[src/verilog/imu_cfg_pkg.sv]
package imu_cfg_pkg;
	// Register offsets on the register port
	localparam logic [7:0] ADDR_SEC_WRITE_ADDR = 8'h4E;
	localparam logic [7:0] ADDR_SEC_WRITE_BYTE = 8'h4F;
	localparam logic [7:0] ADDR_ERR_MASK = 8'h52;
	localparam logic [7:0] ADDR_PIN_A_ELEC = 8'h53;
	localparam logic [7:0] ADDR_PIN_B_ELEC = 8'h54;
	localparam logic [7:0] ADDR_LATCH_MODE = 8'h55;
	localparam logic [7:0] ADDR_A_FEAT_ROUTE = 8'h56;
	localparam logic [7:0] ADDR_B_FEAT_ROUTE = 8'h57;
	localparam logic [7:0] ADDR_DATA_ROUTE = 8'h58;
	localparam logic [7:0] ADDR_INIT_START = 8'h59;
	localparam logic [7:0] ADDR_INIT_BASE_LOW = 8'h5B;
	localparam logic [7:0] ADDR_INIT_BASE_HIGH = 8'h5C;
	localparam logic [7:0] ADDR_INIT_PAYLOAD = 8'h5E;
	localparam logic [7:0] ADDR_FAULT_FLAGS = 8'h5F;
	localparam logic [7:0] ADDR_SEC_PAD_TRIM = 8'h68;
	localparam logic [7:0] ADDR_GYRO_RETRIM = 8'h69;
	localparam logic [7:0] ADDR_NV_PROGRAM = 8'h6A;
	localparam logic [7:0] ADDR_SERIAL_PORT = 8'h6B;
	localparam logic [7:0] ADDR_PAD_DRIVE = 8'h6C;

	// Values after reset
	localparam logic [7:0] RST_SEC_WRITE_BYTE = 8'h02;
	localparam logic [7:0] RST_ZERO = 8'h00;
	localparam logic [7:0] RST_SEC_PAD_TRIM = 8'h01;
	localparam logic [7:0] RST_PAD_DRIVE = 8'hFF;

	// Pin electrical control field positions
	localparam int PIN_LEVEL_BIT = 1;
	localparam int PIN_DRIVE_TYPE_BIT = 2;
	localparam int PIN_OUT_EN_BIT = 3;
	localparam int PIN_IN_EN_BIT = 4;
	localparam logic [7:0] PIN_ELEC_MASK = 8'h1E;

	// Fault flag positions
	localparam int FAULT_SLOW_BIT = 1;
	localparam int FAULT_FATAL_BIT = 2;
	localparam int FAULT_FEAT_OFF_BIT = 4;

	// Serial port settings positions
	localparam int PRIMARY_3W_BIT = 0;
	localparam int SECONDARY_3W_BIT = 1;
	localparam int SLAVE_ROLE_BIT = 4;
	localparam int MASTER_ROLE_BIT = 5;
	localparam logic [7:0] SERIAL_PORT_MASK = 8'h33;

	// Retrim: bit 2 writable, bit 3 reports readiness
	localparam int RETRIM_RUN_BIT = 2;
	localparam int RETRIM_READY_BIT = 3;

	// Feature route: bit 7 reserved
	localparam int FEATURE_COUNT = 7;
	localparam int DATA_EVT_COUNT = 4;
	localparam int INIT_LOW_BITS = 4;
endpackage : imu_cfg_pkg

[src/verilog/imu_irq_init_if_config_regs.sv]
`timescale 1ns/1ps
`default_nettype none
module imu_irq_init_if_config_regs
	import imu_cfg_pkg::*;
(
	input wire logic core_clk,
	input wire logic reset_n,
	input wire logic [7:0] reg_addr,
	input wire logic reg_write,
	input wire logic [7:0] reg_wdata,
	input wire logic reg_read,
	output logic [7:0] reg_rdata,
	input wire logic [6:0] feature_events,
	input wire logic queue_full_evt,
	input wire logic queue_level_evt,
	input wire logic sample_ready_evt,
	input wire logic [7:0] error_sources,
	input wire logic slow_processing_fault,
	input wire logic fatal_processing_fault,
	input wire logic feature_engine_off_fault,
	input wire logic retrim_ready,
	input wire logic secondary_manual_mode,
	input wire logic irq_latch_clear,
	input wire logic irq_pin_a_in,
	input wire logic irq_pin_b_in,
	output logic irq_pin_a_out,
	output logic irq_pin_a_oe,
	output logic irq_pin_b_out,
	output logic irq_pin_b_oe,
	output logic irq_pin_a_sensed,
	output logic irq_pin_b_sensed,
	output logic error_irq,
	output logic [11:0] init_base_addr,
	output logic init_start_level,
	output logic [7:0] init_payload_data,
	output logic init_payload_strobe,
	output logic processing_halt,
	output logic [7:0] secondary_write_data,
	output logic [7:0] secondary_write_addr,
	output logic secondary_write_start,
	output logic primary_three_wire_select,
	output logic secondary_three_wire_select,
	output logic secondary_master_role,
	output logic secondary_slave_role
);

	typedef struct packed {
		logic [7:0] sec_write_byte;
		logic [7:0] sec_write_addr;
		logic sec_write_start;
		logic [7:0] err_mask;
		logic [7:0] pin_a_elec;
		logic [7:0] pin_b_elec;
		logic latch_mode;
		logic [7:0] a_feat_route;
		logic [7:0] b_feat_route;
		logic [7:0] data_route;
		logic [7:0] init_start;
		logic [3:0] init_base_low;
		logic [7:0] init_base_high;
		logic [7:0] init_payload;
		logic payload_strobe;
		logic [7:0] fault_flags;
		logic [7:0] pad_trim;
		logic retrim_run;
		logic [7:0] nv_program;
		logic [7:0] serial_port;
		logic [7:0] pad_drive;
		logic [7:0] rdata;
		logic a_latched;
		logic b_latched;
		logic a_out;
		logic a_oe;
		logic b_out;
		logic b_oe;
		logic a_sensed;
		logic b_sensed;
		logic err_irq;
		logic halt;
		logic slave_role;
	} state_t;

	// Current and next copies of all block state
	state_t state;
	state_t next_state;
	// Synchronised reset copy used by every state flop
	logic [1:0] reset_sync;
	logic rst_n;

	// Release of the asynchronous reset goes through two flops
	always_ff @(posedge core_clk or negedge reset_n) begin
		if (!reset_n) begin
			reset_sync <= 2'b00;
		end else begin
			reset_sync <= {reset_sync[0], 1'b1};
		end
	end
	assign rst_n = reset_sync[1];

	// Pin-side event vectors and levels, computed from the current state
	logic [DATA_EVT_COUNT-1:0] data_events;
	logic err_now;
	logic a_raw;
	logic b_raw;
	logic a_active;
	logic b_active;
	logic a_level;
	logic b_level;

	always_comb begin
		err_now = |(error_sources & state.err_mask);
		data_events = {state.err_irq, sample_ready_evt, queue_level_evt,
			queue_full_evt};
		a_raw = |(feature_events & state.a_feat_route[FEATURE_COUNT-1:0]) |
			|(data_events & state.data_route[DATA_EVT_COUNT-1:0]);
		b_raw = |(feature_events & state.b_feat_route[FEATURE_COUNT-1:0]) |
			|(data_events &
			state.data_route[2*DATA_EVT_COUNT-1:DATA_EVT_COUNT]);
		a_active = a_raw | (state.latch_mode & state.a_latched);
		b_active = b_raw | (state.latch_mode & state.b_latched);
		// Polarity: inactive level is the complement of the asserted level
		a_level = state.pin_a_elec[PIN_LEVEL_BIT] ? a_active : ~a_active;
		b_level = state.pin_b_elec[PIN_LEVEL_BIT] ? b_active : ~b_active;
	end

	// Next-state logic: register writes, reads, flags and pin drive
	always_comb begin
		next_state = state;
		next_state.sec_write_start = 1'b0;
		next_state.payload_strobe = 1'b0;
		next_state.err_irq = err_now;

		// Latch: set wins over a clear in the same cycle
		if (!state.latch_mode || irq_latch_clear) begin
			next_state.a_latched = 1'b0;
			next_state.b_latched = 1'b0;
		end
		if (state.latch_mode && a_raw) begin
			next_state.a_latched = 1'b1;
		end
		if (state.latch_mode && b_raw) begin
			next_state.b_latched = 1'b1;
		end

		// Open-drain only sinks: the pad is released for a high level
		next_state.a_out = a_level;
		next_state.a_oe = state.pin_a_elec[PIN_OUT_EN_BIT] &
			(~state.pin_a_elec[PIN_DRIVE_TYPE_BIT] | ~a_level);
		next_state.b_out = b_level;
		next_state.b_oe = state.pin_b_elec[PIN_OUT_EN_BIT] &
			(~state.pin_b_elec[PIN_DRIVE_TYPE_BIT] | ~b_level);
		next_state.a_sensed = irq_pin_a_in &
			state.pin_a_elec[PIN_IN_EN_BIT];
		next_state.b_sensed = irq_pin_b_in &
			state.pin_b_elec[PIN_IN_EN_BIT];

		// Fault flags are sticky until reset
		if (slow_processing_fault) begin
			next_state.fault_flags[FAULT_SLOW_BIT] = 1'b1;
		end
		if (fatal_processing_fault) begin
			next_state.fault_flags[FAULT_FATAL_BIT] = 1'b1;
		end
		if (feature_engine_off_fault) begin
			next_state.fault_flags[FAULT_FEAT_OFF_BIT] = 1'b1;
		end

		// Register writes
		if (reg_write) begin
			case (reg_addr)
				ADDR_SEC_WRITE_ADDR: begin
					next_state.sec_write_addr = reg_wdata;
					next_state.sec_write_start = secondary_manual_mode;
				end
				ADDR_SEC_WRITE_BYTE: begin
					next_state.sec_write_byte = reg_wdata;
				end
				ADDR_ERR_MASK: begin
					next_state.err_mask = reg_wdata;
				end
				// Only bits 4:1 exist; reserved bits read back zero
				ADDR_PIN_A_ELEC: begin
					next_state.pin_a_elec = reg_wdata & PIN_ELEC_MASK;
				end
				ADDR_PIN_B_ELEC: begin
					next_state.pin_b_elec = reg_wdata & PIN_ELEC_MASK;
				end
				ADDR_LATCH_MODE: begin
					next_state.latch_mode = reg_wdata[0];
				end
				ADDR_A_FEAT_ROUTE: begin
					next_state.a_feat_route = reg_wdata;
				end
				ADDR_B_FEAT_ROUTE: begin
					next_state.b_feat_route = reg_wdata;
				end
				ADDR_DATA_ROUTE: begin
					next_state.data_route = reg_wdata;
				end
				ADDR_INIT_START: begin
					next_state.init_start = reg_wdata;
				end
				ADDR_INIT_BASE_LOW: begin
					next_state.init_base_low = reg_wdata[INIT_LOW_BITS-1:0];
				end
				ADDR_INIT_BASE_HIGH: begin
					next_state.init_base_high = reg_wdata;
				end
				ADDR_INIT_PAYLOAD: begin
					next_state.init_payload = reg_wdata;
					next_state.payload_strobe = 1'b1;
				end
				ADDR_SEC_PAD_TRIM: begin
					next_state.pad_trim = reg_wdata;
				end
				// Readiness bit is status only, so just the run bit is kept
				ADDR_GYRO_RETRIM: begin
					next_state.retrim_run = reg_wdata[RETRIM_RUN_BIT];
				end
				ADDR_NV_PROGRAM: begin
					next_state.nv_program = reg_wdata;
				end
				// Mode and role bits only; the rest read zero
				ADDR_SERIAL_PORT: begin
					next_state.serial_port = reg_wdata & SERIAL_PORT_MASK;
				end
				ADDR_PAD_DRIVE: begin
					next_state.pad_drive = reg_wdata;
				end
				// Read-only and unmapped offsets ignore writes
				default: begin
					next_state.rdata = state.rdata;
				end
			endcase
		end

		// Register reads; unmapped offsets return zero
		if (reg_read) begin
			case (reg_addr)
				ADDR_SEC_WRITE_BYTE: next_state.rdata = state.sec_write_byte;
				ADDR_ERR_MASK: next_state.rdata = state.err_mask;
				ADDR_PIN_A_ELEC: next_state.rdata = state.pin_a_elec;
				ADDR_PIN_B_ELEC: next_state.rdata = state.pin_b_elec;
				ADDR_LATCH_MODE: next_state.rdata = {7'h00, state.latch_mode};
				ADDR_A_FEAT_ROUTE: next_state.rdata = state.a_feat_route;
				ADDR_B_FEAT_ROUTE: next_state.rdata = state.b_feat_route;
				ADDR_DATA_ROUTE: next_state.rdata = state.data_route;
				ADDR_INIT_START: next_state.rdata = state.init_start;
				ADDR_INIT_BASE_LOW: next_state.rdata = {4'h0, state.init_base_low};
				ADDR_INIT_BASE_HIGH: next_state.rdata = state.init_base_high;
				ADDR_INIT_PAYLOAD: next_state.rdata = state.init_payload;
				// Reserved fault bits are never set, so they read zero
				ADDR_FAULT_FLAGS: next_state.rdata = state.fault_flags;
				ADDR_SEC_PAD_TRIM: next_state.rdata = state.pad_trim;
				ADDR_GYRO_RETRIM: begin
					next_state.rdata = RST_ZERO;
					next_state.rdata[RETRIM_RUN_BIT] = state.retrim_run;
					next_state.rdata[RETRIM_READY_BIT] = retrim_ready;
				end
				ADDR_NV_PROGRAM: next_state.rdata = state.nv_program;
				ADDR_SERIAL_PORT: next_state.rdata = state.serial_port;
				ADDR_PAD_DRIVE: next_state.rdata = state.pad_drive;
				default: next_state.rdata = RST_ZERO;
			endcase
		end

		// Derived outputs get their own flops so no pin is gate-driven
		next_state.halt = next_state.fault_flags[FAULT_SLOW_BIT] |
			next_state.fault_flags[FAULT_FATAL_BIT];
		// Master role has priority, so slave only when master is off
		next_state.slave_role = next_state.serial_port[SLAVE_ROLE_BIT] &
			~next_state.serial_port[MASTER_ROLE_BIT];
	end

	// State register with reset values
	always_ff @(posedge core_clk or negedge rst_n) begin
		if (!rst_n) begin
			state <= '0;
			state.sec_write_byte <= RST_SEC_WRITE_BYTE;
			state.pad_trim <= RST_SEC_PAD_TRIM;
			state.pad_drive <= RST_PAD_DRIVE;
			state.a_out <= 1'b1; // Idle level of active-low default
			state.b_out <= 1'b1;
		end else begin
			state <= next_state;
		end
	end

	// Outputs, each straight from a state flop
	assign reg_rdata = state.rdata;
	assign irq_pin_a_out = state.a_out;
	assign irq_pin_a_oe = state.a_oe;
	assign irq_pin_b_out = state.b_out;
	assign irq_pin_b_oe = state.b_oe;
	assign irq_pin_a_sensed = state.a_sensed;
	assign irq_pin_b_sensed = state.b_sensed;
	assign error_irq = state.err_irq;

	// Initialization load port
	assign init_base_addr = {state.init_base_high, state.init_base_low};
	assign init_start_level = state.init_start[0];
	assign init_payload_data = state.init_payload;
	assign init_payload_strobe = state.payload_strobe;
	assign processing_halt = state.halt;

	// Secondary interface write path
	assign secondary_write_data = state.sec_write_byte;
	assign secondary_write_addr = state.sec_write_addr;
	assign secondary_write_start = state.sec_write_start;

	// Serial port modes and roles
	assign primary_three_wire_select =
		state.serial_port[PRIMARY_3W_BIT];
	assign secondary_three_wire_select =
		state.serial_port[SECONDARY_3W_BIT];
	assign secondary_master_role = state.serial_port[MASTER_ROLE_BIT];
	assign secondary_slave_role = state.slave_role;

endmodule : imu_irq_init_if_config_regs
`default_nettype wire

[config.mk]
export PLATFORM = sky130hd
export DESIGN_NAME = imu_irq_init_if_config_regs
export DESIGN_NICKNAME = d
export VERILOG_FILES = /design/src/verilog/imu_cfg_pkg.sv /design/src/verilog/imu_irq_init_if_config_regs.sv
export SDC_FILE = /design/constraint.sdc
export NUM_CORES = 1
export LEC_CHECK = 0
export BUFFER_PORTS_ARGS = -buffer_cell sky130_fd_sc_hd__buf_2
export CAP_MARGIN = 15
export CORE_MARGIN = 5
export CORE_UTILIZATION = 57
export CTS_CLUSTER_DIAMETER = 120
export DETAILED_ROUTE_END_ITERATION = 8
export PLACE_DENSITY = 0.8
export REMOVE_ABC_BUFFERS = 1
export SKIP_LAST_GASP = 1
export SYNTH_ARGS = -nofsm -noshare
export SYNTH_HDL_FRONTEND = slang
export SYNTH_SLANG_ARGS = --single-unit
[constraint.sdc]
create_clock -name core_clk -period 5.5 [get_ports core_clk]
set_input_delay 0.275 -clock core_clk [delete_from_list [all_inputs] [get_ports core_clk]]
set_output_delay 0.275 -clock core_clk [all_outputs]
set_load 0.01 [all_outputs]
# Yosys cells after proc, flatten, opt, wreduce, memory -nomap -nowiden
# Index checks and enable logic that the tools add are counted.
dict set report totals {
  output_inout_bits 59
  wordCells 135
  in_bits 46
  regBits 140
}
dict set report op_classes {
  reduce_logical 29
  n_bitwise 26
  n_eq_ne 19
  mux 25
}
# cell count
set op_table {}
lappend op_table {{8-bit by 7-bit == test with 1-bit output (second input constant)} 19}
lappend op_table {{8-bit one-hot mux with 18 select lines} 1}
lappend op_table {{79-bit 2-to-1 mux} 1}
lappend op_table {{8-bit 2-to-1 mux} 8}
lappend op_table {{2-bit AND reduction} 18}
lappend op_table {{22-bit 2-to-1 mux} 1}
lappend op_table {{7-bit bitwise AND} 2}
lappend op_table {{7-bit OR reduction} 2}
lappend op_table {{5-bit 2-to-1 mux} 2}
lappend op_table {{9-bit 2-to-1 mux} 1}
lappend op_table {{4-bit bitwise AND} 2}
lappend op_table {{8-bit bitwise AND} 1}
lappend op_table {{1-bit 2-to-1 mux} 8}
lappend op_table {{4-bit OR reduction} 2}
lappend op_table {{8-bit OR reduction} 1}
lappend op_table {{1-bit bitwise AND} 7}
lappend op_table {{1-bit NOT} 7}
lappend op_table {{1-bit bitwise OR} 7}
lappend op_table {{6-bit 2-to-1 mux} 1}
lappend op_table {{4-bit 2-to-1 mux} 1}
lappend op_table {{2-bit nonzero test} 2}
lappend op_table {{1-bit logical AND} 2}
lappend op_table {{2-bit 2-to-1 mux} 1}
lappend op_table {{1-bit zero test} 1}
lappend op_table {{1-bit logical OR} 1}

# Longest topological paths before layout
dict set report logic_depth {
  depth_word 9
  depth_mapped 8
  depth_no_buf 5
}

# Least setup slack after synthesis
# No wires, ideal clock.
dict set report synth_path {
  path_kind {input to register}
  start {in reg_addr[3]}
  end {reg state (netlist bit reg_rdata[1])}
  n_path_buf 1
  required_time_ns 5.374
  path_slack_ns 3.753
  setup_ns 0.126
  arrival_time_ns 1.621
  stages 6
  path_cell_list {buf_2 > nor2_2 > mux2_2 > a211oi_1 > o21ai_1 > o32a_1}
}
dict set report synth_between {
  elab_chain_len 3
  elab_cells_between_ends 20
  cone_classes {eq/ne (18); mux (2)}
}
# element line_no
set synth_lines {}
lappend synth_lines {{start, declared} imu_irq_init_if_config_regs.sv:8} ;# input wire logic [7:0] reg_addr,
lappend synth_lines {{8-bit by 7-bit == test with 1-bit output} imu_irq_init_if_config_regs.sv:239} ;# case (reg_addr)
lappend synth_lines {{8-bit one-hot mux with 18 select lines *} imu_irq_init_if_config_regs.sv:239}
lappend synth_lines {{8-bit 2-to-1 mux *} imu_irq_init_if_config_regs.sv:238} ;# if (reg_read) begin
lappend synth_lines {{end signal, assigned} imu_irq_init_if_config_regs.sv:285} ;# state <= next_state;
lappend synth_lines {{end, declared} imu_irq_init_if_config_regs.sv:84} ;# state_t state;
# Every way passes the cells marked *; elsewhere a longest branch is shown, timed or not.
# A chain may end at the register's enable or synchronous reset.

# Worst setup path after layout
dict set report layout_path {
  start {in reg_addr[1]}
  end {reg state[100] (netlist bit)}
}
dict set report layout_between {
  elab_chain_len 2
}
# element line_no
set layout_lines {}
lappend layout_lines {{8-bit by 7-bit == test with 1-bit output} imu_irq_init_if_config_regs.sv:170} ;# case (reg_addr)
lappend layout_lines {{2-bit AND reduction (no line)} --}
# Every way passes these cells.

==> metrics.yaml <==
logic_synthesis:
  netlist_top_cells_count: "dfrtp_1, mux2_2, buf_4, nand2_1, nand3_1"
  synthCells: 581
  synthDistinctLibCells: 66
  synth_ff_type: "dfrtp_1"
  avgSynthCellArea_um2: 12.20
  synth_top_cells_by_area: "dfrtp_1, mux2_2, buf_4, dfstp_2, mux2i_1"
  synth_most_common_cell: "dfrtp_1"
  ys_warn_count: 0
  yosysTopAreaCell: "dfrtp_1"
  syn-cell-area_um2: 7088
  synth_edf_count: 0
  synthArstFlopShare_pct: 100.0
  ys_ff_latch: 140
  yosysTopAreaCellShare_pct: 45.19
  ys_seq_area_share_pct: 49.64
cells_and_area:
  fin_nets: 681
  diodes: 0
  area_growth_pct: 13.77
  drive_gt1_share_pct: 45.37
  final_util_pct: 66.58
  stdcell_area_um2: 8064
hold_path:
  hold_start: "feature_engine_off_fault"
  hp-class: "in2reg"
  whs_endpoint: "state[56]$_DFFE_PN0P_"
  min_path_cells: 2
global_route:
  grt_pass1_vias: 5324
  track_usage_pct: 29.52
  overflow: 0
  grt_max_degree: 88
  grt_pass1_wl_um: 32190
  antenna_found_initial: 0
sta:
  max_freq_mhz: 422.1
  min_period_ps: 2369
  slew_violations: 0
  fin_skew_ps: 7.000
  rsz0062_at_grt: "no"
  max_slew_margin_pct: 37.19
  fin_setup_tns_ps: 0
  setup_viol: 0
  tightestPinTransition_ps: 918.4
  fin_crit_sh_pct: 43.08
  hold_violations: 0
drt:
  drt_iter0_markers: 634
  via_per_inst: 6.385
  vias: 5210
  ant_nets: 0
  routed_wl_um: 20790
  drc_errors: 0
  wl_per_cell_um: 25.48
  first_pass_iters: 5
power_and_ir_drop:
  peakVddDrop_mv: 0.2191
  power_w: 0.002623
  p_per_area_nw_per_um2: 325.2
  leakagePower_nw: 3.920
placed_design:
  dp_hpwl_um: 14540
  port_buffers: 104
  place_congestion: 0.9836
  place_area_um2: 7367
critical_path:
  path_delay_family: "simple AND/OR/NAND/NOR gates"
  rr_startpoint: "state[105]$_DFFE_PN0P_"
  path_class: "in2reg"
  slowest_stage: "buf_2"
  r2r-end: "irq_pin_a_oe$_DFF_PN0_"
  cp-start-kind: "input port"
  rr_worst_depth: 5
  crit_chain: "buf_2 > and2_1 > nand2_1 > nor2_2 > mux2_2"
  cp_data_required_time_ps: 5810
  cpPeakStageDelay_ps: 630
  crit_start: "reg_addr[1]"
  r2r_slack_ps: 3340
  crit_fanout: 37
  cp-end-kind: "flip-flop"
  path_buf_inv: 1
  arrival_ps: 2680
floorplanning:
  core_area_um2: 12110
  row_count: 40
  initial_utilization_pct: 58.52
  die-width_um: 121.5
  die-height_um: 121.5
  top_level_ports: 105
  die_area_um2: 14770
cts:
  clock_sink_count: 140
  clock_latency_ps: 430
  root_buffer: "clkbuf_16"
  clk_path_buf_depth: 2
  cts_resized: 0
  postCtsHoldBufs: 1
  htreeDepth: 4
  cts_setup_buffers: 0
  cts_tree: "yes"
  cts_buffers: 17
  clkSlewWorstSetupHoldPaths_ps: 60
run_status:
  status: "finished clean"
run:
  maxCapViolCount: 0
[cell usage in the layout, fill, tap and decap left out, drive strengths merged, types with 3 or more instances in the layout]
master / n
a22oi: 15
nor2: 25
nor4: 3
a21oi: 9
o21ai: 14
mux2: 123
mux2i: 13
nand2b: 8
clkbuf: 22
a311oi: 3
and3: 9
a32oi: 8
o32a: 4
nand3b: 8
o211ai: 3
a22o: 3
buf: 107
nor2b: 9
nand2: 21
nor3: 8
nand4: 4
a221o: 3
dfstp: 12
a2111oi: 4
dfrtp: 128
nand3: 20
inv: 6
bufinv: 5
and2: 7
or2: 4
a222oi: 3
clkinv: 3
a211oi: 3
[metal layers]
metal / share of wire (%) / wire, um / vias up / global-route usage [%]
li1: - / - / 2226 / -
met1: 42 / 8688 / 2631 / 41.70
met2: 46 / 9532 / 292 / 44.28
met3: 8.3 / 1734 / 61 / 5.501
met4: 4.0 / 839 / 0 / 13.80
met5: 0 / 0 / - / 0
[how the worst max path moves through the flow]
stage | slack (ps) | cells after the start | endpoint
2_1_floorplan | 1330 | 0 | error_irq$_DFF_PN0_
3_3_place_gp | 2540 | 4 | init_base_addr[8]$_DFFE_PN0P_
3_5_place_dp | 2800 | 5 | state[97]$_DFFE_PN0P_
4_1_cts | 3230 | 5 | state[98]$_DFFE_PN0P_
5_1_grt | 3050 | 5 | state[98]$_DFFE_PN0P_
6_report | 3130 | 5 | state[100]$_DFFE_PN0P_
[sequential cells by signal (all words and copies together) (netlist names), 2 cells and up]
| name | flops |
|---|---|
| reg_rdata | 8 |
| reset_sync | 2 |
| secondary_write_data | 8 |
| init_payload_data | 8 |
| state | 79 |
| init_base_addr | 12 |
| secondary_write_addr | 8 |
[through the flow]
stage	worst slack [ps]	cells	hold slack, ps
2_1_floorplan	1332	508	-20.59
3_3_place_gp	2543	781	60.35
3_5_place_dp	2800	782	62.75
4_1_cts	3226	815	29.80
5_1_grt	3050	816	39.87
6_report	3131	816	42.32
[cells by family (layout without fill, tap and decap cells)]
| family | count (synthesis) | in the layout | share of synthesized area (%) |
|---|---|---|---|
| and+or+nand+nor | 136 | 136 | 12.20 |
| AOI/OAI and AO/OA | 88 | 88 | 9.585 |
| DFF | 140 | 140 | 49.64 |
| other | 1 | 1 | 0.05291 |
| buffers and inverters | 78 | 145 | 6.902 |
| muxes | 136 | 136 | 21.38 |
| xor gates and xnor gates | 2 | 2 | 0.2472 |
[where the power goes]
group | internal, W | total (W) | switching [W]
combinational | 0.0000858 | 0.000218 | 0.000132
sequential | 0.00108 | 0.00113 | 0.0000418
clock | 0.000841 | 0.00128 | 0.000437
[final cells by class]
cell class	instances	area, um2
clock buffers	22	474.2
clock inverters	10	185.2
fillers	985	4048
inverters	5	18.77
multi-input cells	363	3080
flip-flops and latches	140	3522
well taps	168	210.2
repair buffers	108	573.1
(Power assumes the default switching activity.)
